## src/hw/ssm_regs.svh

```systemverilog
// Offsets, field positions, reset values and counts of the spread modulator
`ifndef SSM_REGS_SVH
`define SSM_REGS_SVH

// First synthesizer profile and control registers
`define SSM_ADDR_SAMPLE0    8'hac
`define SSM_ADDR_SAMPLE_END 8'hb7
`define SSM_ADDR_STEP       8'hb8
`define SSM_ADDR_QCODE      8'hb9
`define SSM_ADDR_BASE       8'hba
`define SSM_ADDR_CTRL1      8'hbb
`define SSM_ADDR_STAT1      8'hbc
`define SSM_ADDR_POS1       8'hbd

// Fourth synthesizer registers, kept inside its own window
`define SSM_ADDR_FOURTH_LO  8'h4c
`define SSM_ADDR_FOURTH_HI  8'h85
`define SSM_ADDR_DIV4       8'h4c
`define SSM_ADDR_CTRL4      8'h4d
`define SSM_ADDR_FB4_LO     8'h4e
`define SSM_ADDR_FB4_HI     8'h4f
`define SSM_ADDR_STAT4      8'h50

// Field positions
`define SSM_CTRL1_DITHER    0
`define SSM_CTRL1_DOUBLE    1
`define SSM_CTRL4_ENABLE    0

// Reset values
`define SSM_RST_STEP        4'h0
`define SSM_RST_QCODE       3'h0
`define SSM_RST_BASE        6'h00
`define SSM_RST_DIV4        8'h00
`define SSM_RST_FB4         16'h0000
`define SSM_RST_LFSR        16'hace1

// Counts
`define SSM_NUM_SAMPLES     4'hc
`define SSM_STEP_EXTRA      5'h02
`define SSM_LFSR_TAPS       16'hb400

`endif

```

## src/hw/ssm_pkg.sv

```systemverilog
// Types shared by the spread modulator modules
package ssm_pkg;

  // Quadrant of the modulation waveform
  typedef enum logic [1:0] {
    SSM_Q_RISE,
    SSM_Q_FALL,
    SSM_Q_NEG_FALL,
    SSM_Q_NEG_RISE
  } ssm_quad_t;

  typedef logic [3:0] ssm_sample_t;  // One delta sample
  typedef logic [3:0] ssm_index_t;   // Sample index 0..11

endpackage

```

## src/hw/ssm_mem_if.sv

```systemverilog
// Port bundle between the modulator and its profile sample memory
interface ssm_mem_if;
  import ssm_pkg::*;
  logic        we;        // Write strobe
  ssm_index_t  waddr;     // Write index
  ssm_sample_t wdata;     // Write sample
  ssm_index_t  mod_addr;  // Modulator read index
  ssm_sample_t mod_data;  // Modulator read data, registered
  ssm_index_t  bus_addr;  // Register bus read index
  ssm_sample_t bus_data;  // Register bus read data, registered
  logic        re;        // Register bus read strobe

  modport mem (input we, input waddr, input wdata, input mod_addr, input bus_addr,
               input re, output mod_data, output bus_data);
  modport user (output we, output waddr, output wdata, output mod_addr, output bus_addr,
                output re, input mod_data, input bus_data);
endinterface

```

## src/hw/ssm_profile_mem.sv

```systemverilog
// Twelve-entry delta sample store with two registered read ports
`include "ssm_regs.svh"
module ssm_profile_mem
  import ssm_pkg::*;
(
  input wire logic SYS_CLK,
  input wire logic RST_N,
  ssm_mem_if.mem   port
);

  ssm_sample_t store_ff [12];  // Sample entries

  // One write process per entry, cleared at reset
  for (genvar i = 0; i < 12; i++) begin : g_entry
    always_ff @(posedge SYS_CLK or negedge RST_N) begin
      if (!RST_N) begin
        store_ff[i] <= 4'h0;
      end else if (port.we && port.waddr == 4'(i)) begin
        store_ff[i] <= port.wdata;
      end
    end
  end

  // Indices past the last entry read zero
  wire mod_ok = port.mod_addr < `SSM_NUM_SAMPLES;
  wire bus_ok = port.bus_addr < `SSM_NUM_SAMPLES;

  // Registered reads; the bus copy only moves on a read strobe so it stands
  always_ff @(posedge SYS_CLK or negedge RST_N) begin
    if (!RST_N) begin
      port.mod_data <= 4'h0;
      port.bus_data <= 4'h0;
    end else begin
      port.mod_data <= mod_ok ? store_ff[port.mod_addr] : 4'h0;
      if (port.re) begin
        port.bus_data <= bus_ok ? store_ff[port.bus_addr] : 4'h0;
      end
    end
  end

endmodule

```

## src/hw/ssm_lfsr.sv

```systemverilog
// Pseudo-random bit source for dithering the modulator input
`include "ssm_regs.svh"
module ssm_lfsr (
  input  wire logic SYS_CLK,
  input  wire logic RST_N,
  input  wire logic advance,
  output logic      rand_bit
);

  logic [15:0] lfsr_ff;      // Galois shift register
  logic [15:0] nxt_lfsr;     // Next state

  // Shift right, fold taps in when a one falls out
  assign nxt_lfsr = lfsr_ff[0] ? ((lfsr_ff >> 1) ^ `SSM_LFSR_TAPS) : (lfsr_ff >> 1);
  assign rand_bit = lfsr_ff[0];

  // Advances only on request so the pattern follows detector ticks
  always_ff @(posedge SYS_CLK or negedge RST_N) begin
    if (!RST_N) begin
      lfsr_ff <= `SSM_RST_LFSR;
    end else if (advance) begin
      lfsr_ff <= nxt_lfsr;
    end
  end

endmodule

```

## src/hw/ssm_top.sv

```systemverilog
// Spread-spectrum profile generator for the first and fourth synthesizers
//
// The address-and-strobe port and the address map are this design's own decisions.
`include "ssm_regs.svh"
module ssm_top
  import ssm_pkg::*;
(
  input  wire logic        SYS_CLK,
  input  wire logic        RST_N,
  input  wire logic        PFD_REF,
  input  wire logic        IN_REF,
  input  wire logic [7:0]  REG_ADDR,
  input  wire logic [7:0]  REG_WDATA,
  input  wire logic        REG_WR,
  input  wire logic        REG_RD,
  output logic      [7:0]  REG_RDATA,
  output logic      [9:0]  FRAC_OFFSET,
  output logic             FIRST_SPREAD_ACTIVE,
  output logic             FOURTH_SPREAD_ACTIVE,
  output logic      [1:0]  FOURTH_MOD_PHASE,
  output logic      [15:0] FOURTH_FB_COUNT
);

  // Address is a profile sample slot
  function automatic logic is_sample_addr(input logic [7:0] a);
    is_sample_addr = (a >= `SSM_ADDR_SAMPLE0) && (a <= `SSM_ADDR_SAMPLE_END);
  endfunction

  // Sample index from a slot address
  function automatic ssm_index_t sample_index(input logic [7:0] a);
    logic [7:0] d;
    d = a - `SSM_ADDR_SAMPLE0;
    sample_index = d[3:0];
  endfunction

  // ------------------------------------------------------------------
  // Pin synchronisers: bit 0 detector reference, bit 1 input reference
  // ------------------------------------------------------------------
  logic [1:0] sync1_ff;   // First stage, read only by second stage
  logic [1:0] sync2_ff;   // Second stage
  logic [1:0] prev_ff;    // Delayed copy for edge detect
  wire  [1:0] rise_tick;  // One-cycle pulse per rising edge

  // Both pins are far slower than the system clock; an edge closer
  // than two system cycles to the next would be missed
  always_ff @(posedge SYS_CLK or negedge RST_N) begin
    if (!RST_N) begin
      sync1_ff <= 2'h0;
      sync2_ff <= 2'h0;
      prev_ff  <= 2'h0;
    end else begin
      sync1_ff <= {IN_REF, PFD_REF};
      sync2_ff <= sync1_ff;
      prev_ff  <= sync2_ff;
    end
  end

  assign rise_tick = sync2_ff & ~prev_ff;
  wire pfd_tick = rise_tick[0];  // Detector reference cycle
  wire in_tick  = rise_tick[1];  // Input reference cycle

  // ------------------------------------------------------------------
  // Configuration registers
  // ------------------------------------------------------------------
  logic [3:0]  step_code_ff;  // Step period code
  logic [2:0]  qcode_ff;      // Quadrant sample code
  logic [5:0]  base_ff;       // Base offset
  logic        lsb_randomize_enable_ff;  // Dither enable
  logic        double_amplitude_ff;      // Amplitude doubling
  logic [7:0]  modulation_ref_divider_ff;       // Fourth synth divider
  logic        fourth_synth_spread_enable_ff;   // Fourth synth enable
  logic [15:0] modulation_feedback_count_ff;    // Fourth synth count

  // Write decodes
  wire wr_sample = REG_WR && is_sample_addr(REG_ADDR);
  wire wr_step   = REG_WR && (REG_ADDR == `SSM_ADDR_STEP);
  wire wr_qcode  = REG_WR && (REG_ADDR == `SSM_ADDR_QCODE);
  wire wr_base   = REG_WR && (REG_ADDR == `SSM_ADDR_BASE);
  wire wr_ctrl1  = REG_WR && (REG_ADDR == `SSM_ADDR_CTRL1);
  wire wr_div4   = REG_WR && (REG_ADDR == `SSM_ADDR_DIV4);
  wire wr_ctrl4  = REG_WR && (REG_ADDR == `SSM_ADDR_CTRL4);
  wire wr_fb4_lo = REG_WR && (REG_ADDR == `SSM_ADDR_FB4_LO);
  wire wr_fb4_hi = REG_WR && (REG_ADDR == `SSM_ADDR_FB4_HI);

  // First synthesizer settings
  always_ff @(posedge SYS_CLK or negedge RST_N) begin
    if (!RST_N) begin
      step_code_ff            <= `SSM_RST_STEP;
      qcode_ff                <= `SSM_RST_QCODE;
      base_ff                 <= `SSM_RST_BASE;
      lsb_randomize_enable_ff <= 1'b0;
      double_amplitude_ff     <= 1'b0;
    end else begin
      if (wr_step) step_code_ff <= REG_WDATA[3:0];
      if (wr_qcode) qcode_ff <= REG_WDATA[2:0];
      if (wr_base) base_ff <= REG_WDATA[5:0];
      if (wr_ctrl1) begin
        lsb_randomize_enable_ff <= REG_WDATA[`SSM_CTRL1_DITHER];
        double_amplitude_ff     <= REG_WDATA[`SSM_CTRL1_DOUBLE];
      end
    end
  end

  // Fourth synthesizer settings
  always_ff @(posedge SYS_CLK or negedge RST_N) begin
    if (!RST_N) begin
      modulation_ref_divider_ff     <= `SSM_RST_DIV4;
      fourth_synth_spread_enable_ff <= 1'b0;
      modulation_feedback_count_ff  <= `SSM_RST_FB4;
    end else begin
      if (wr_div4) modulation_ref_divider_ff <= REG_WDATA;
      if (wr_ctrl4) fourth_synth_spread_enable_ff <= REG_WDATA[`SSM_CTRL4_ENABLE];
      if (wr_fb4_lo) modulation_feedback_count_ff[7:0] <= REG_WDATA;
      if (wr_fb4_hi) modulation_feedback_count_ff[15:8] <= REG_WDATA;
    end
  end

  // ------------------------------------------------------------------
  // Profile sample memory
  // ------------------------------------------------------------------
  ssm_mem_if mem_bus ();

  ssm_profile_mem u_mem (
    .SYS_CLK (SYS_CLK),
    .RST_N   (RST_N),
    .port    (mem_bus)
  );

  // ------------------------------------------------------------------
  // First synthesizer step sequencer
  // ------------------------------------------------------------------
  ssm_quad_t  quad_ff;      // Current quadrant
  ssm_quad_t  nxt_quad;
  ssm_index_t idx_ff;       // Step within quadrant
  logic [4:0] step_cnt_ff;  // Detector cycles into current step
  logic [7:0] acc_ff;       // Accumulated delta magnitude
  logic [7:0] nxt_acc;

  wire first_en = (step_code_ff != 4'h0);
  wire [4:0] step_len = {1'b0, step_code_ff} + `SSM_STEP_EXTRA;
  wire [3:0] used_raw = {qcode_ff, 1'b0};
  // Codes past six would ask for more than twelve; later slots never exist
  wire [3:0] used_cnt = (used_raw > `SSM_NUM_SAMPLES) ? `SSM_NUM_SAMPLES : used_raw;
  wire [3:0] last_idx = used_cnt - 4'h1;

  // Step ends on the last detector cycle of its length
  wire step_done = first_en && pfd_tick && (step_cnt_ff >= step_len - 5'h01);
  wire quad_done = (used_cnt == 4'h0) || (idx_ff >= last_idx);

  // Second and fourth quadrants walk the same samples backwards
  wire backward = (quad_ff == SSM_Q_FALL) || (quad_ff == SSM_Q_NEG_RISE);
  wire negative = (quad_ff == SSM_Q_NEG_FALL) || (quad_ff == SSM_Q_NEG_RISE);
  wire [3:0] rev_idx = last_idx - idx_ff;

  // Read index leads the step boundary; a step is at least three
  // detector cycles, so the registered sample is always settled
  assign mem_bus.mod_addr = backward ? rev_idx : idx_ff;
  assign mem_bus.we       = wr_sample;
  assign mem_bus.waddr    = sample_index(REG_ADDR);
  assign mem_bus.wdata    = REG_WDATA[3:0];
  assign mem_bus.bus_addr = sample_index(REG_ADDR);
  assign mem_bus.re       = REG_RD;  // Later address or write moves nothing

  // Magnitude rises in first and third quadrant, falls in the others
  always_comb begin
    nxt_acc = acc_ff;
    if (used_cnt != 4'h0) begin
      if (backward) begin
        nxt_acc = acc_ff - {4'h0, mem_bus.mod_data};
      end else begin
        nxt_acc = acc_ff + {4'h0, mem_bus.mod_data};
      end
    end
  end

  // Quadrant order around one period
  always_comb begin
    case (quad_ff)
      SSM_Q_RISE:     nxt_quad = SSM_Q_FALL;
      SSM_Q_FALL:     nxt_quad = SSM_Q_NEG_FALL;
      SSM_Q_NEG_FALL: nxt_quad = SSM_Q_NEG_RISE;
      SSM_Q_NEG_RISE: nxt_quad = SSM_Q_RISE;
      default:        nxt_quad = SSM_Q_RISE;
    endcase
  end

  // Sequencer state; disabled spreading parks at the first rising step with zero magnitude
  always_ff @(posedge SYS_CLK or negedge RST_N) begin
    if (!RST_N) begin
      step_cnt_ff <= 5'h00;
      idx_ff      <= 4'h0;
      quad_ff     <= SSM_Q_RISE;
      acc_ff      <= 8'h00;
    end else if (!first_en) begin
      step_cnt_ff <= 5'h00;
      idx_ff      <= 4'h0;
      quad_ff     <= SSM_Q_RISE;
      acc_ff      <= 8'h00;
    end else if (step_done) begin
      step_cnt_ff <= 5'h00;
      acc_ff      <= nxt_acc;
      idx_ff      <= quad_done ? 4'h0 : idx_ff + 4'h1;
      if (quad_done) quad_ff <= nxt_quad;
    end else if (pfd_tick) begin
      step_cnt_ff <= step_cnt_ff + 5'h01;
    end
  end

  // ------------------------------------------------------------------
  // Offset value fed to the feedback divider
  // ------------------------------------------------------------------
  logic rand_bit;  // Dither bit

  ssm_lfsr u_lfsr (
    .SYS_CLK  (SYS_CLK),
    .RST_N    (RST_N),
    .advance  (pfd_tick),
    .rand_bit (rand_bit)
  );

  // Doubling widens the magnitude before the sign is applied
  wire [9:0] mag = double_amplitude_ff ? {1'b0, acc_ff, 1'b0} : {2'b00, acc_ff};
  wire [9:0] signed_mag = negative ? (10'h000 - mag) : mag;
  wire [9:0] raw_value = {4'h0, base_ff} + signed_mag;
  // Only the LSB is touched, so dither adds at most one count of noise
  wire [9:0] lsb_randomize_enable_value = lsb_randomize_enable_ff ? {raw_value[9:1], rand_bit}
                                                  : raw_value;

  // Registered outputs of the first synthesizer
  always_ff @(posedge SYS_CLK or negedge RST_N) begin
    if (!RST_N) begin
      FRAC_OFFSET         <= 10'h000;
      FIRST_SPREAD_ACTIVE <= 1'b0;
    end else begin
      FRAC_OFFSET         <= first_en ? lsb_randomize_enable_value : 10'h000;
      FIRST_SPREAD_ACTIVE <= first_en;
    end
  end

  // ------------------------------------------------------------------
  // Fourth synthesizer modulation timing
  // ------------------------------------------------------------------
  logic [7:0] div_cnt_ff;  // Input cycles into current phase
  logic [1:0] phase_ff;    // Quarter of the modulation period

  // A zero divider would wrap to 256 input ticks per phase, so it counts as off
  wire active4 = fourth_synth_spread_enable_ff
               && (modulation_ref_divider_ff != 8'h00);
  wire phase_done = in_tick && (div_cnt_ff >= modulation_ref_divider_ff - 8'h01);

  // Four phases of divider length make one modulation period
  always_ff @(posedge SYS_CLK or negedge RST_N) begin
    if (!RST_N) begin
      div_cnt_ff <= 8'h00;
      phase_ff   <= 2'h0;
    end else if (!active4) begin
      div_cnt_ff <= 8'h00;
      phase_ff   <= 2'h0;
    end else if (phase_done) begin
      div_cnt_ff <= 8'h00;
      phase_ff   <= phase_ff + 2'h1;
    end else if (in_tick) begin
      div_cnt_ff <= div_cnt_ff + 8'h01;
    end
  end

  // Registered outputs of the fourth synthesizer
  always_ff @(posedge SYS_CLK or negedge RST_N) begin
    if (!RST_N) begin
      FOURTH_SPREAD_ACTIVE <= 1'b0;
      FOURTH_MOD_PHASE     <= 2'h0;
      FOURTH_FB_COUNT      <= 16'h0000;
    end else begin
      FOURTH_SPREAD_ACTIVE <= active4;
      FOURTH_MOD_PHASE     <= active4 ? phase_ff : 2'h0;
      FOURTH_FB_COUNT      <= active4 ? modulation_feedback_count_ff : 16'h0000;
    end
  end

  // ------------------------------------------------------------------
  // Register read path
  // ------------------------------------------------------------------
  logic [7:0] rdata_ff;      // Captured non-sample read data
  logic       rd_sample_ff;  // Last read hit a sample slot
  logic [7:0] nxt_rdata;

  // Read mux; unmapped addresses and reserved bits answer zero
  always_comb begin
    case (REG_ADDR)
      `SSM_ADDR_STEP:   nxt_rdata = {4'h0, step_code_ff};
      `SSM_ADDR_QCODE:  nxt_rdata = {5'h00, qcode_ff};
      `SSM_ADDR_BASE:   nxt_rdata = {2'h0, base_ff};
      `SSM_ADDR_CTRL1:  nxt_rdata = {6'h00, double_amplitude_ff, lsb_randomize_enable_ff};
      `SSM_ADDR_STAT1:  nxt_rdata = {5'h00, quad_ff, first_en};
      `SSM_ADDR_POS1:   nxt_rdata = {4'h0, idx_ff};
      `SSM_ADDR_DIV4:   nxt_rdata = modulation_ref_divider_ff;
      `SSM_ADDR_CTRL4:  nxt_rdata = {7'h00, fourth_synth_spread_enable_ff};
      `SSM_ADDR_FB4_LO: nxt_rdata = modulation_feedback_count_ff[7:0];
      `SSM_ADDR_FB4_HI: nxt_rdata = modulation_feedback_count_ff[15:8];
      `SSM_ADDR_STAT4:  nxt_rdata = {5'h00, phase_ff, active4};
      default:          nxt_rdata = 8'h00;
    endcase
  end

  // Data holds until the next read strobe
  always_ff @(posedge SYS_CLK or negedge RST_N) begin
    if (!RST_N) begin
      rdata_ff     <= 8'h00;
      rd_sample_ff <= 1'b0;
    end else if (REG_RD) begin
      rdata_ff     <= nxt_rdata;
      rd_sample_ff <= is_sample_addr(REG_ADDR);
    end
  end

  // Sample reads come from the memory's own read register
  assign REG_RDATA = rd_sample_ff ? {4'h0, mem_bus.bus_data} : rdata_ff;

endmodule

```

## config.mk

```make
export PLATFORM = sky130hd
export DESIGN_NAME = ssm_top
export DESIGN_NICKNAME = d
export VERILOG_FILES = /design/src/hw/ssm_pkg.sv /design/src/hw/ssm_mem_if.sv /design/src/hw/ssm_profile_mem.sv /design/src/hw/ssm_lfsr.sv /design/src/hw/ssm_top.sv
export VERILOG_INCLUDE_DIRS = /design/src /design/src/hw
export SDC_FILE = /design/constraint.sdc
export NUM_CORES = 1
export LEC_CHECK = 0
export BUFFER_PORTS_ARGS = -buffer_cell sky130_fd_sc_hd__buf_2
export CAP_MARGIN = 20
export CORE_MARGIN = 2
export CORE_UTILIZATION = 53
export CTS_BUF_LIST = sky130_fd_sc_hd__clkbuf_8
export DETAILED_ROUTE_END_ITERATION = 10
export PLACE_DENSITY = 0.74
export SLEW_MARGIN = 20
export SYNTH_ARGS = -nofsm -noshare
export SYNTH_HDL_FRONTEND = slang
export SYNTH_SLANG_ARGS = --single-unit
```

## constraint.sdc

```tcl
create_clock -name SYS_CLK -period 3.2 [get_ports SYS_CLK]
set_clock_uncertainty 0.05 [all_clocks]
set_input_delay 0.64 -clock SYS_CLK [delete_from_list [all_inputs] [get_ports SYS_CLK]]
set_output_delay 0.64 -clock SYS_CLK [all_outputs]
set_load 0.02 [all_outputs]
```

==> Yosys cells after proc, flatten, opt, wreduce, memory -nomap -nowiden <==
Index checks and enable logic that the tools add are counted.
{ "totals": {"ff_bits": 186, "inputBits": 22, "elab_cells": 175} }
{ "op_classes": {"n_addsub": 14, "n_lt_le_gt_ge": 10, "eq_ne": 31, "muxes": 38, "bitwise": 5, "n_reduce_logical": 37} }
{ "ops": {"columns": ["op", "n"], "rows": [
  ["one-hot mux 8 bit (11 select lines)", 1],
  ["two-way mux 8 bit", 8],
  ["== test 8 bit (second input constant)", 6],
  ["two-way mux 4 bit", 11],
  ["== test 8 x 7 -> 1 bit (second input constant)", 5],
  ["binary-select mux 4 bit (select 4 bit)", 2],
  ["two-way mux 16 bit", 2],
  ["logical AND 1 bit", 26],
  ["two-way mux 10 bit", 2],
  ["== test 4 x 3 -> 1 bit (second input constant)", 4],
  ["== test 4 bit (second input constant)", 4],
  ["two-way mux 5 bit", 3],
  ["two-way mux 2 bit", 6],
  ["adder 6 x 10 -> 10 bit", 1],
  ["greater-or-equal comparator 5 bit (second input constant)", 2],
  ["inverter 4 -> 5 bit", 2],
  ["subtractor 1 x 9 -> 10 bit (first input constant)", 1],
  ["two-way mux 9 bit", 1],
  ["adder 8 x 1 -> 8 bit (second input constant)", 1],
  ["adder 8 x 4 -> 8 bit", 1],
  ["== test 4 x 2 -> 1 bit (second input constant)", 2],
  ["greater-or-equal comparator 8 bit", 1],
  ["greater-or-equal comparator 8 bit (second input constant)", 1],
  ["less-or-equal comparator 8 bit (second input constant)", 1],
  ["30 further kinds", 41]
]} }

==> Longest topological paths before layout <==
Gate-level depths: netlist (run 1).
{ "depth": {"word_depth": 10, "depth_mapped": 16} }

==> Modules after synthesis <==
Synthesis (run 1) repeated with hierarchy kept, for this count alone.
{ "hier_totals": {"hier_cells": 953, "hier_area_um2": 10498.8} }
{ "by_module_without_submodules": {"columns": ["mod", "n_inst", "cells_per_inst", "area_per_inst_um2", "seq_area_each_um2"], "rows": [
  ["ssm_top", 1, 714, 6890.4, 2852.7],
  ["ssm_profile_mem", 1, 199, 2952.8, 1401.3],
  ["ssm_lfsr", 1, 40, 655.6, 410.4]
]} }

==> Worst setup path before layout (run 1) <==
OpenSTA, ideal clock, no wires.
{ "synth_timing": {"kind": "register to register", "start": "register double_amplitude_ff", "end": "register FRAC_OFFSET[9]", "setup_ns": 0.134, "t_arrival_ns": 3.102, "t_required_ns": 3.016, "slack_ns": -0.086, "path_stages_with_launch": 16, "synth_period_minus_slack_ns": 3.286, "path_cell_list": "dfrtp_1 > buf_2 > buf_1 > mux2i_1 > ha_1 > nor3b_2 > nor2_1 > xnor2_1 > a21oi_1 > ha_1 > nor2_1 > o21ai_0 > o41ai_1 > or3b_2 > o31ai_1 > o41ai_1"} }
{ "synth_between": {"elab_chain_cells": 5} }
{ "synth_lines": {"columns": ["item", "line_no", "source"], "rows": [
  ["from (decl)", "ssm_top.sv:69", "logic double_amplitude_ff;"],
  ["from (signal assigned)", "ssm_top.sv:99", "double_amplitude_ff <= REG_WDATA[`SSM_CTRL1_DOUBLE];"],
  ["two-way mux 9 bit *", "ssm_top.sv:222", "wire [9:0] mag = double_amplitude_ff ? {1'b0, acc_ff, 1'b0} : {2'b00, acc_ff};"],
  ["subtractor 1 x 9 -> 10 bit", "ssm_top.sv:223", "wire [9:0] signed_mag = negative ? (10'h000 - mag) : mag;"],
  ["two-way mux 10 bit *", "ssm_top.sv:223", null],
  ["adder 6 x 10 -> 10 bit *", "ssm_top.sv:224", "wire [9:0] raw_value = {4'h0, base_ff} + signed_mag;"],
  ["two-way mux 10 bit *", "ssm_top.sv:235", "FRAC_OFFSET <= first_en ? lsb_randomize_enable_value : 10'h000;"],
  ["to (signal assigned)", "ssm_top.sv:235", null],
  ["to (decl)", "ssm_top.sv:17", "output logic [9:0] FRAC_OFFSET,"]
]} }
Every way passes the cells marked *; elsewhere a longest branch is shown, timed or not.
A chain may end at the register's enable or synchronous reset.

==> Worst setup path after layout (run 1) <==
{ "layout_timing": {"start": "register quad_ff[0]", "end": "register acc_ff[7]"} }
{ "layout_between": {"elab_chain_cells": 6, "elab_cells_between_ends": 7} }
{ "layout_lines": {"columns": ["item", "line_no", "source"], "rows": [
  ["from (decl)", "ssm_top.sv:132", "ssm_quad_t quad_ff;"],
  ["from (signal assigned)", "ssm_top.sv:203", "if (quad_done) quad_ff <= nxt_quad;"],
  ["== test 2 x 1 -> 1 bit / == test 2 bit (equally long branches)", "ssm_top.sv:151", "wire backward = (quad_ff == SSM_Q_FALL) || (quad_ff == SSM_Q_NEG_RISE);"],
  ["logical OR 1 bit *", "ssm_top.sv:151", null],
  ["two-way mux 8 bit *", "ssm_top.sv:168", "if (backward) begin"],
  ["two-way mux 8 bit *", "ssm_top.sv:167", "if (used_cnt != 4'h0) begin"],
  ["two-way mux 8 bit *", "ssm_top.sv:199", "end else if (step_done) begin"],
  ["two-way mux 8 bit *", "ssm_top.sv:194", "end else if (!first_en) begin"],
  ["to (signal assigned)", "ssm_top.sv:201", "acc_ff <= nxt_acc;"],
  ["to (decl)", "ssm_top.sv:136", "logic [7:0] acc_ff;"]
]} }
Every way passes the cells marked *; elsewhere a longest branch is shown, timed or not. The select of a mux whose other input is x is not followed.

==> flow_metrics.env, run 1 <==
export IMPL_status="complete, no violations"
export IMPL_fp_row_count=51
export IMPL_gp_congestion=0.921
export IMPL_cts_root_buf="clkbuf_8"
export IMPL_cp_required_ps=3520
export IMPL_synth_seq_area_share=0.452
export IMPL_path_class="reg2reg"
export IMPL_io_buffers=59
export IMPL_path_max_fanout=8
export IMPL_ys_warn_count=0
export IMPL_reg2reg_from="quad_ff[0]"
export IMPL_setup_ws_ps=187
export IMPL_critPathMostFrequentCell="ha_1"
export IMPL_routedWlPerCell_um=17.4
export IMPL_die_width_um=144
export IMPL_clk_pin_slew_ps=90
export IMPL_synth_area_um2=10300
export IMPL_viasPerCell=5.78
export IMPL_crit_start="quad_ff[0]"
export IMPL_layout_min_cycle_time_ps=3010
export IMPL_synthFlopType="dfrtp_1"
export IMPL_post_route_util=0.595
export IMPL_antenna_found_initial=0
export IMPL_ys_types=73
export IMPL_cts_htree_levels=4
export IMPL_r2r_end="acc_ff[7]"
export IMPL_syn_nets=1024
export IMPL_cpPeakStageDelay_ps=450
export IMPL_power_leakage_nw=5.66
export IMPL_r2r_setup_slack_ps=190
export IMPL_start_util=0.535
export IMPL_critical_path_buf_inv_count=0
export IMPL_critPathCaptureType="flip-flop"
export IMPL_nets=1089
export IMPL_worstRegToRegCells=9
export IMPL_clock_path_buffers=2
export IMPL_fp_dieH_um=144
export IMPL_cts_tree="built"
export IMPL_firstDrtPassIters=5
export IMPL_drtIter0Drc=564
export IMPL_clock_sinks=186
export IMPL_fin_hold_ws_ps=155
export IMPL_grt_pass1_vias=7259
export IMPL_placed_cell_area_um2=11000
export IMPL_startpoint_type="flip-flop"
export IMPL_wirelength_um=22400
export IMPL_area_growth_syn_to_layout_pct=11.1
export IMPL_grt_ovfl_total=0
export IMPL_postCtsHoldBufs=0
export IMPL_worstSetupEndpoint="acc_ff[7]"
export IMPL_finalHoldViolations=0
export IMPL_synth_largest_area_cell="dfrtp_1"
export IMPL_relSlewSlack=0.224
export IMPL_synth_seq_cells=186
export IMPL_synth_edf_count=0
export IMPL_vias=7457
export IMPL_grt_max_degree=77
export IMPL_drv_cap=0
export IMPL_dp_hpwl_um=16400
export IMPL_io_pin_count=60
export IMPL_fin_crit_sh=0.942
export IMPL_antenna_cells=0
export IMPL_slowest_stage="dfrtp_2"
export IMPL_dp_slack_ps=89.0
export IMPL_async_flop_share=1.00
export IMPL_cp_depth=9
export IMPL_synth_top_area_share=0.432
export IMPL_layout_drive_gt1_share=0.175
export IMPL_critPathTopFamily="simple AND/OR/NAND/NOR gates"
export IMPL_drtAntennaViolNets=0
export IMPL_netlist_instances=948
export IMPL_dieArea_um2=20600
export IMPL_grt_first_pass_wirelength_um=37200
export IMPL_clk_latency_ps=460
export IMPL_tightest_slew_ps=1160
export IMPL_postLayoutCellArea_um2=11500
export IMPL_ir_drop_v=0.000437
export IMPL_track_usage=0.229
export IMPL_hp_class="in2async"
export IMPL_cts_buffers_inserted=17
export IMPL_drv_slew=0
export IMPL_drc=0
export IMPL_crit_chain="ha_1, or2_1, a21o_1, ha_1, or3_1, a211o_1, o211a_2, or4_1, a21oi_1"
export IMPL_core_um2=19300
export IMPL_finalSetupViolations=0
export IMPL_syn_avg_cell_area_um2=10.9
export IMPL_p_per_area_nw_per_um2=411
export IMPL_timing_fmax_ghz=0.332
export IMPL_yosys_top_cells_area="dfrtp_1 43%, mux2_1 9.8%, ha_1 6.3%"
export IMPL_arrival_ps=3340
-- sequential cells by signal, summed over array words and instances, names as in the netlist, 3 cells and up --
name / count
base_ff: 6
modulation_ref_divider_ff: 8
modulation_feedback_count_ff: 16
u_mem.store_ff: 48
u_lfsr.lfsr_ff: 16
u_mem.port.mod_data: 4
step_cnt_ff: 5
FRAC_OFFSET: 10
acc_ff: 8
u_mem.port.bus_data: 4
idx_ff: 4
FOURTH_FB_COUNT: 16
qcode_ff: 3
rdata_ff: 8
div_cnt_ff: 8
step_code_ff: 4
-- Yosys cell counts (3+ instances only) --
master and count:
a211oi_1 8, a21o_1 12, a21oi_1 28, a221oi_1 4, a222oi_1 4, a22o_1 7, a22oi_1 8, a31oi_1 11
a32oi_1 3, a41oi_1 3, and2_1 24, and3_1 10, buf_1 4, buf_2 9, clkbuf_1 29, dfrtp_1 178
dfstp_2 8, ha_1 52, inv_1 44, inv_2 4, mux2_1 90, mux2_2 9, mux2i_1 35, mux4_2 17
nand2_1 91, nand2b_1 17, nand3_1 20, nor2_1 48, nor2b_1 15, nor3_1 13, nor3b_1 3, nor4_1 5
o21a_1 5, o21ai_0 18, o21ai_1 22, o22ai_1 3, o2bb2ai_1 11, o31ai_1 4, or2_1 4, or3_1 6
xnor2_1 20
-- cell usage in the layout, fill, tap and decap left out, types with 4 or more instances in the layout --
| cell type | synthesis | final |
|---|---|---|
| nor2b_1 | 15 | 14 |
| o21ai_0 | 18 | 17 |
| dfrtp_1 | 178 | 176 |
| nor3_1 | 13 | 13 |
| nand2b_1 | 17 | 17 |
| a21o_1 | 12 | 12 |
| and3_1 | 10 | 10 |
| nor2_1 | 48 | 47 |
| nor4_1 | 5 | 5 |
| a31oi_1 | 11 | 11 |
| clkbuf_8 | 0 | 19 |
| o21a_1 | 5 | 5 |
| buf_4 | 0 | 28 |
| a21oi_1 | 28 | 28 |
| and2_1 | 24 | 24 |
| buf_2 | 9 | 58 |
| a211oi_1 | 8 | 8 |
| a22oi_1 | 8 | 8 |
| inv_1 | 44 | 46 |
| xnor2_1 | 20 | 20 |
| o2bb2ai_1 | 11 | 11 |
| mux2_2 | 9 | 9 |
| dfstp_2 | 8 | 8 |
| or3_1 | 6 | 6 |
| a221oi_1 | 4 | 4 |
| nand2_1 | 91 | 91 |
| nand3_1 | 20 | 20 |
| mux2i_1 | 35 | 34 |
| a222oi_1 | 4 | 4 |
| a22o_1 | 7 | 7 |
| o21ai_1 | 22 | 22 |
| mux2_1 | 90 | 90 |
| mux4_2 | 17 | 17 |
| ha_1 | 52 | 52 |
| inv_2 | 4 | 4 |
-- report_power, final --
group	internal (mW)	switching, mW
clock network	0.718	0.844
registers	2.42	0.0678
logic	0.278	0.383
-- worst min path at each step --
stage	from	endpoint	slack [ps]	cells past startpoint
after floorplan	sync1_ff[0]	sync2_ff[0]	280	0
after global placement	sync1_ff[0]	sync2_ff[0]	280	0
after detailed placement	sync1_ff[0]	sync2_ff[0]	290	0
after CTS	RST_N	u_lfsr.lfsr_ff[9]	160	1
after global routing	RST_N	u_lfsr.lfsr_ff[9]	180	1
final	RST_N	u_lfsr.lfsr_ff[9]	150	1
-- cells by family (layout without fill, tap and decap cells) --
family	after synthesis	in the layout	share of synthesized area
adders and majority gates	54	54	0.0670
buffers and inverters	92	170	0.0360
xor gates and xnor gates	22	22	0.0187
and+or+nand+nor	270	270	0.130
muxes	151	151	0.179
DFF	186	186	0.452
AOI/OAI and AO/OA	173	173	0.116
-- per-stage QoR --
stage / TNS [ps] / cells / total power, mW
3_5_place_dp: 0 / 1258 / 3.19
6_report: 0 / 1291 / 4.71
5_1_grt: -7.36 / 1291 / 4.93
4_1_cts: 0 / 1290 / 4.75
2_1_floorplan: 0 / 948 / 2.96
3_3_place_gp: 0 / 1258 / 3.17
-- area by class of cell --
type | instances | area (um^2)
timing repair buffer | 90 | 574
multi-input combinational | 670 | 5310
clock inverter | 14 | 148
inverter | 48 | 180
sequential | 186 | 4670
fill | 1628 | 7810
tap | 265 | 332
clock buffer | 18 | 248
-- metal layers --
layer / GRT usage / part of all wire / vias up
met5: 0 / 0 / -
met4: 0.0722 / 0.020 / 0
met3: 0.0393 / 0.040 / 34
met2: 0.371 / 0.48 / 164
met1: 0.316 / 0.46 / 3717
li1: - / - / 3542
-- what timing repair did --
item / in CTS / in global routing
setup endpoints to repair: 0 / 4
buffers inserted: 0 / 1
gates resized for setup: 0 / 11
(Power assumes the default switching activity.)
==> run 2, diff against run 1 <==
--- a/config.mk
+++ b/config.mk
@@ -9,10 +9,10 @@
 export BUFFER_PORTS_ARGS = -buffer_cell sky130_fd_sc_hd__buf_2
 export CAP_MARGIN = 20
 export CORE_MARGIN = 2
-export CORE_UTILIZATION = 53
+export CORE_UTILIZATION = 57
 export CTS_BUF_LIST = sky130_fd_sc_hd__clkbuf_8
 export DETAILED_ROUTE_END_ITERATION = 10
-export PLACE_DENSITY = 0.74
+export PLACE_DENSITY = 0.78
 export SLEW_MARGIN = 20
 export SYNTH_ARGS = -nofsm -noshare
 export SYNTH_HDL_FRONTEND = slang
==> flow_metrics.env, run 2 (synthesis results as in run 1) <==
export IMPL_slowest_stage="or4_4"
export IMPL_clock_sinks=186
export IMPL_status="complete, no violations"
export IMPL_grt_pass1_vias=7589
export IMPL_layout_cells_non_filler=1252
export IMPL_wirelength_um=22500
export IMPL_regMostFlops="u_mem.store_ff"
export IMPL_clk_latency_ps=470
export IMPL_die_width_um=139
export IMPL_grt_first_pass_wirelength_um=37900
export IMPL_dieArea_um2=19200
export IMPL_drv_cap=0
export IMPL_post_cts_buffers=0
export IMPL_reg2reg_from="acc_ff[1]"
export IMPL_start_util=0.578
export IMPL_p_total_mw=4.80
export IMPL_fp_row_count=49
export IMPL_layout_drive_gt1_share=0.175
export IMPL_cts_root_buf="clkbuf_8"
export IMPL_grt_max_degree=66
export IMPL_cp_required_ps=3490
export IMPL_relSlewSlack=0.287
export IMPL_setup_tns_ps=0
export IMPL_final_cell_mix="177 x dfrtp_1, 91 x nand2_1, 90 x mux2_1, 58 x buf_2, 51 x ha_1"
export IMPL_dp_hpwl_um=16300
export IMPL_setup_ws_ps=173
export IMPL_clock_path_buffers=2
export IMPL_place_detailed_instances=1222
export IMPL_cts_tree="built"
export IMPL_firstDrtPassIters=5
export IMPL_finalSetupViolations=0
export IMPL_finalHoldViolations=0
export IMPL_grt_ovfl_total=0
export IMPL_post_route_util=0.639
export IMPL_io_buffers=59
export IMPL_ir_drop_v=0.000264
export IMPL_drc=0
export IMPL_largest_reg_flops=48
export IMPL_placed_cell_area_um2=11000
export IMPL_drtIter0Drc=564
export IMPL_rsz0062_at_grt="false"
export IMPL_path_class="reg2reg"
export IMPL_layout_min_cycle_time_ps=3030
export IMPL_nets=1088
export IMPL_core_um2=17800
export IMPL_drv_slew=0
export IMPL_p_per_area_nw_per_um2=421
export IMPL_routedWlPerCell_um=17.9
export IMPL_vias=7515
export IMPL_arrival_ps=3320
export IMPL_fin_crit_sh=0.946
export IMPL_cts_buffers_inserted=17
export IMPL_fin_hold_ws_ps=83.7
export IMPL_hp_class="in2async"
export IMPL_track_usage=0.244
export IMPL_cts_htree_levels=4
export IMPL_postLayoutCellArea_um2=11400
export IMPL_power_leakage_nw=5.66
export IMPL_r2r_end="FRAC_OFFSET[9]"
export IMPL_critPathCaptureType="flip-flop"
export IMPL_fillerInstances=1409
export IMPL_r2r_setup_slack_ps=170
export IMPL_path_max_fanout=7
export IMPL_final_common_cell="dfrtp_1"
export IMPL_startpoint_type="flip-flop"
export IMPL_fp_dieH_um=139
export IMPL_timing_fmax_ghz=0.330
export IMPL_tightest_slew_ps=1060
export IMPL_viasPerCell=6.00
export IMPL_cpPeakStageDelay_ps=590
export IMPL_clk_pin_slew_ps=100
export IMPL_gp_congestion=0.883
export IMPL_crit_chain="or4_4, a21oi_1, nor2_1, o2bb2ai_1, a41oi_1, ha_1, inv_1, o21ai_1, o41ai_1, or3b_4, o31ai_2, o41ai_2"
export IMPL_io_pin_count=60
export IMPL_worstRegToRegCells=12
export IMPL_dp_slack_ps=35.4
export IMPL_antenna_cells=0
export IMPL_drtAntennaViolNets=0
export IMPL_antenna_found_initial=0
export IMPL_postCtsHoldBufs=0
export IMPL_area_growth_syn_to_layout_pct=10.6
==> run 2: cell types whose count changed in the layout (fill, tap and decap cells not counted), sizes merged <==
cell,before,now
buf,89,88
bufinv,2,3
clkbuf,19,18
clkinvlp,3,1
==> run 2: where the power goes <==
part           internal (mW)  switching, mW
sequential              2.42         0.0686
combinational          0.277          0.382
clock                  0.775          0.871
total                   3.47           1.32
==> run 2: layout make-up <==
type                            instances  area [um^2]  share of cell area
Sequential cell                       186         4670               0.409
Clock inverter                         13          170              0.0149
Multi-Input combinational cell        670         5320               0.467
Clock buffer                           17          234              0.0205
Tap cell                              229          287              0.0251
Inverter                               48          180              0.0158
Timing Repair Buffer                   89          542              0.0475
==> run 2: how the worst max path moves through the flow <==
stage / startpoint / to / slack [ps] / cells after the start
floorplan: double_amplitude_ff / FRAC_OFFSET[9] / 30 / 15
global placement: acc_ff[1] / FRAC_OFFSET[9] / 240 / 12
detailed placement: acc_ff[1] / FRAC_OFFSET[9] / 40 / 12
global route: acc_ff[1] / FRAC_OFFSET[9] / 7 / 12
CTS: quad_ff[0] / FRAC_OFFSET[9] / 10 / 13
finish: acc_ff[1] / FRAC_OFFSET[9] / 170 / 12
==> run 2: critical path: cells and delay by family, from the launching register on <==
| family | cells | cell delay, ps |
|---|---|---|
| AND/OR/NAND/NOR | 3 | 1060 |
| AO/OA/AOI/OAI | 7 | 930 |
| adder cells (fa/ha/maj) | 1 | 330 |
| buffers and inverters | 1 | 70 |
| flip-flops | 1 | 440 |
==> run 2: layer usage <==
metal,part of all wire,vias up,global-route usage,routed length [um]
li1,-,3538,-,-
met1,0.45,3731,0.325,10100
met2,0.48,199,0.406,10900
met3,0.044,47,0.0402,980
met4,0.024,0,0.0886,535
met5,0,-,0,0
==> run 2: what timing repair did <==
item / 4_1_cts / 5_1_grt
resized for setup: 0 / 13
endpoints found under the hold margin: 0 / 0
setup endpoints to repair: 0 / 5
==> run 3, diff against run 2 <==
--- a/config.mk
+++ b/config.mk
@@ -9,10 +9,9 @@
 export BUFFER_PORTS_ARGS = -buffer_cell sky130_fd_sc_hd__buf_2
 export CAP_MARGIN = 20
 export CORE_MARGIN = 2
-export CORE_UTILIZATION = 57
-export CTS_BUF_LIST = sky130_fd_sc_hd__clkbuf_8
+export CORE_UTILIZATION = 56
 export DETAILED_ROUTE_END_ITERATION = 10
-export PLACE_DENSITY = 0.78
+export PLACE_DENSITY = 0.77
 export SLEW_MARGIN = 20
 export SYNTH_ARGS = -nofsm -noshare
 export SYNTH_HDL_FRONTEND = slang
==> flow_metrics.env, run 3 (synthesis results as in run 1) <==
export IMPL_clk_latency_ps=440
export IMPL_antenna_found_initial=0
export IMPL_io_pin_count=60
export IMPL_postCtsHoldBufs=0
export IMPL_antenna_cells=0
export IMPL_largest_reg_flops=48
export IMPL_placed_cell_area_um2=11000
export IMPL_startpoint_type="flip-flop"
export IMPL_drtIter0Drc=710
export IMPL_fin_hold_ws_ps=144
export IMPL_layout_min_cycle_time_ps=3060
export IMPL_tightest_slew_ps=690
export IMPL_fin_crit_sh=0.955
export IMPL_r2r_setup_slack_ps=140
export IMPL_core_um2=18000
export IMPL_fp_dieH_um=140
export IMPL_relSlewSlack=0.538
export IMPL_start_util=0.572
export IMPL_nets=1090
export IMPL_cts_buffers_inserted=17
export IMPL_area_growth_syn_to_layout_pct=12.4
export IMPL_grt_pass1_vias=7366
export IMPL_status="complete, no violations"
export IMPL_drv_slew=0
export IMPL_fp_row_count=49
export IMPL_cts_htree_levels=4
export IMPL_drv_cap=0
export IMPL_clock_sinks=186
export IMPL_postLayoutCellArea_um2=11600
export IMPL_die_width_um=140
export IMPL_gp_congestion=0.894
export IMPL_dp_hpwl_um=16100
export IMPL_critPathCaptureType="flip-flop"
export IMPL_routedWlPerCell_um=18.0
export IMPL_grt_ovfl_total=0
export IMPL_cts_root_buf="clkbuf_16"
export IMPL_regArea_um2=4670
export IMPL_arrival_ps=3310
export IMPL_fillerInstances=1426
export IMPL_firstDrtPassIters=5
export IMPL_final_common_cell="dfrtp_1"
export IMPL_regMostFlops="u_mem.store_ff"
export IMPL_place_detailed_instances=1221
export IMPL_finalHoldViolations=0
export IMPL_grt_max_degree=70
export IMPL_cp_required_ps=3450
export IMPL_wirelength_um=22600
export IMPL_dieArea_um2=19500
export IMPL_multi_input_comb_area_um2=5350
export IMPL_grt_first_pass_wirelength_um=38000
export IMPL_layout_drive_gt1_share=0.182
export IMPL_track_usage=0.241
export IMPL_path_class="reg2reg"
export IMPL_finalSetupViolations=0
export IMPL_ir_drop_v=0.000397
export IMPL_p_per_area_nw_per_um2=443
export IMPL_io_buffers=59
export IMPL_path_max_fanout=7
export IMPL_hp_class="in2async"
export IMPL_rsz0062_at_grt="true"
export IMPL_power_leakage_nw=5.73
export IMPL_final_cell_mix="176 x dfrtp_1, 91 x nand2_1, 90 x mux2_1, 58 x buf_2, 50 x ha_1"
export IMPL_setup_tns_ps=0
export IMPL_clk_pin_slew_ps=60
export IMPL_drtAntennaViolNets=0
export IMPL_vias=7507
export IMPL_layout_cells_non_filler=1256
export IMPL_clock_path_buffers=2
export IMPL_viasPerCell=5.98
export IMPL_cts_tree="built"
export IMPL_drc=0
export IMPL_timing_fmax_ghz=0.327
==> run 3: changes by cell type in the layout (fill, tap and decap cells not counted), moves of 2 or more <==
cell | before | now
clkinvlp_4 | 1 | 5
clkbuf_8 | 18 | 4
nor2_1 | 47 | 45
clkbuf_16 | 0 | 17
bufinv_16 | 3 | 0
buf_4 | 29 | 31
==> run 3: worst max-delay path: stages (launching register included) <==
cell       delay [ps]
dfrtp_1           430
or4_4             590
o211ai_1          170
o21ai_1            90
o2bb2ai_1         140
a41oi_2           190
ha_1              180
inv_1              60
o21ai_0           150
o41ai_1            90
or3b_2            500
o31ai_2           200
o41ai_1           100
==> run 3: layer usage <==
metal / track usage / wire length (um) / vias up
li1: - / - / 3543
met1: 0.339 / 10500 / 3738
met2: 0.387 / 10800 / 194
met3: 0.0430 / 1030 / 32
met4: 0.0663 / 376 / 0
met5: 0 / 0 / -
==> run 3: worst paths after layout <==
path,startpoint,to,depth (start not counted)
worst max-delay path,acc_ff[0],FRAC_OFFSET[9],12
worst min-delay path,RST_N,FRAC_OFFSET[8],1
worst max register to register,acc_ff[0],FRAC_OFFSET[9],12
worst min register to register,sync1_ff[0],sync2_ff[0],0
max in group asynchronous,RST_N,u_lfsr.lfsr_ff[6],2
min in group SYS_CLK,IN_REF,sync1_ff[1],1
==> run 3: report_power, final <==
part | internal [mW] | switching [mW] | total [mW]
logic | 0.277 | 0.378 | 0.655
clock network | 1.06 | 0.920 | 1.98
registers | 2.42 | 0.0699 | 2.49
==> run 3: stage by stage <==
stage	utilization	setup slack (ps)	power, mW
4_1_cts	0.639	34.5	5.16
3_5_place_dp	0.608	25.0	3.18
3_3_place_gp	0.608	158	3.16
6_report	0.643	144	5.13
2_1_floorplan	-	29.0	2.96
5_1_grt	0.643	-54.5	5.35
==> run 3: timing repair <==
item	CTS	global route
pin swaps	0	2
endpoints found under the setup margin	1	5
gates resized for setup	1	15
setup buffers	0	3
==> run 3: cell type report <==
class / count / area share
well taps: 229 / 0.0247
multi-input cells: 670 / 0.461
inverters: 48 / 0.0155
flip-flops and latches: 186 / 0.403
clock buffers: 21 / 0.0406
clock inverters: 11 / 0.00745
repair buffers: 91 / 0.0480
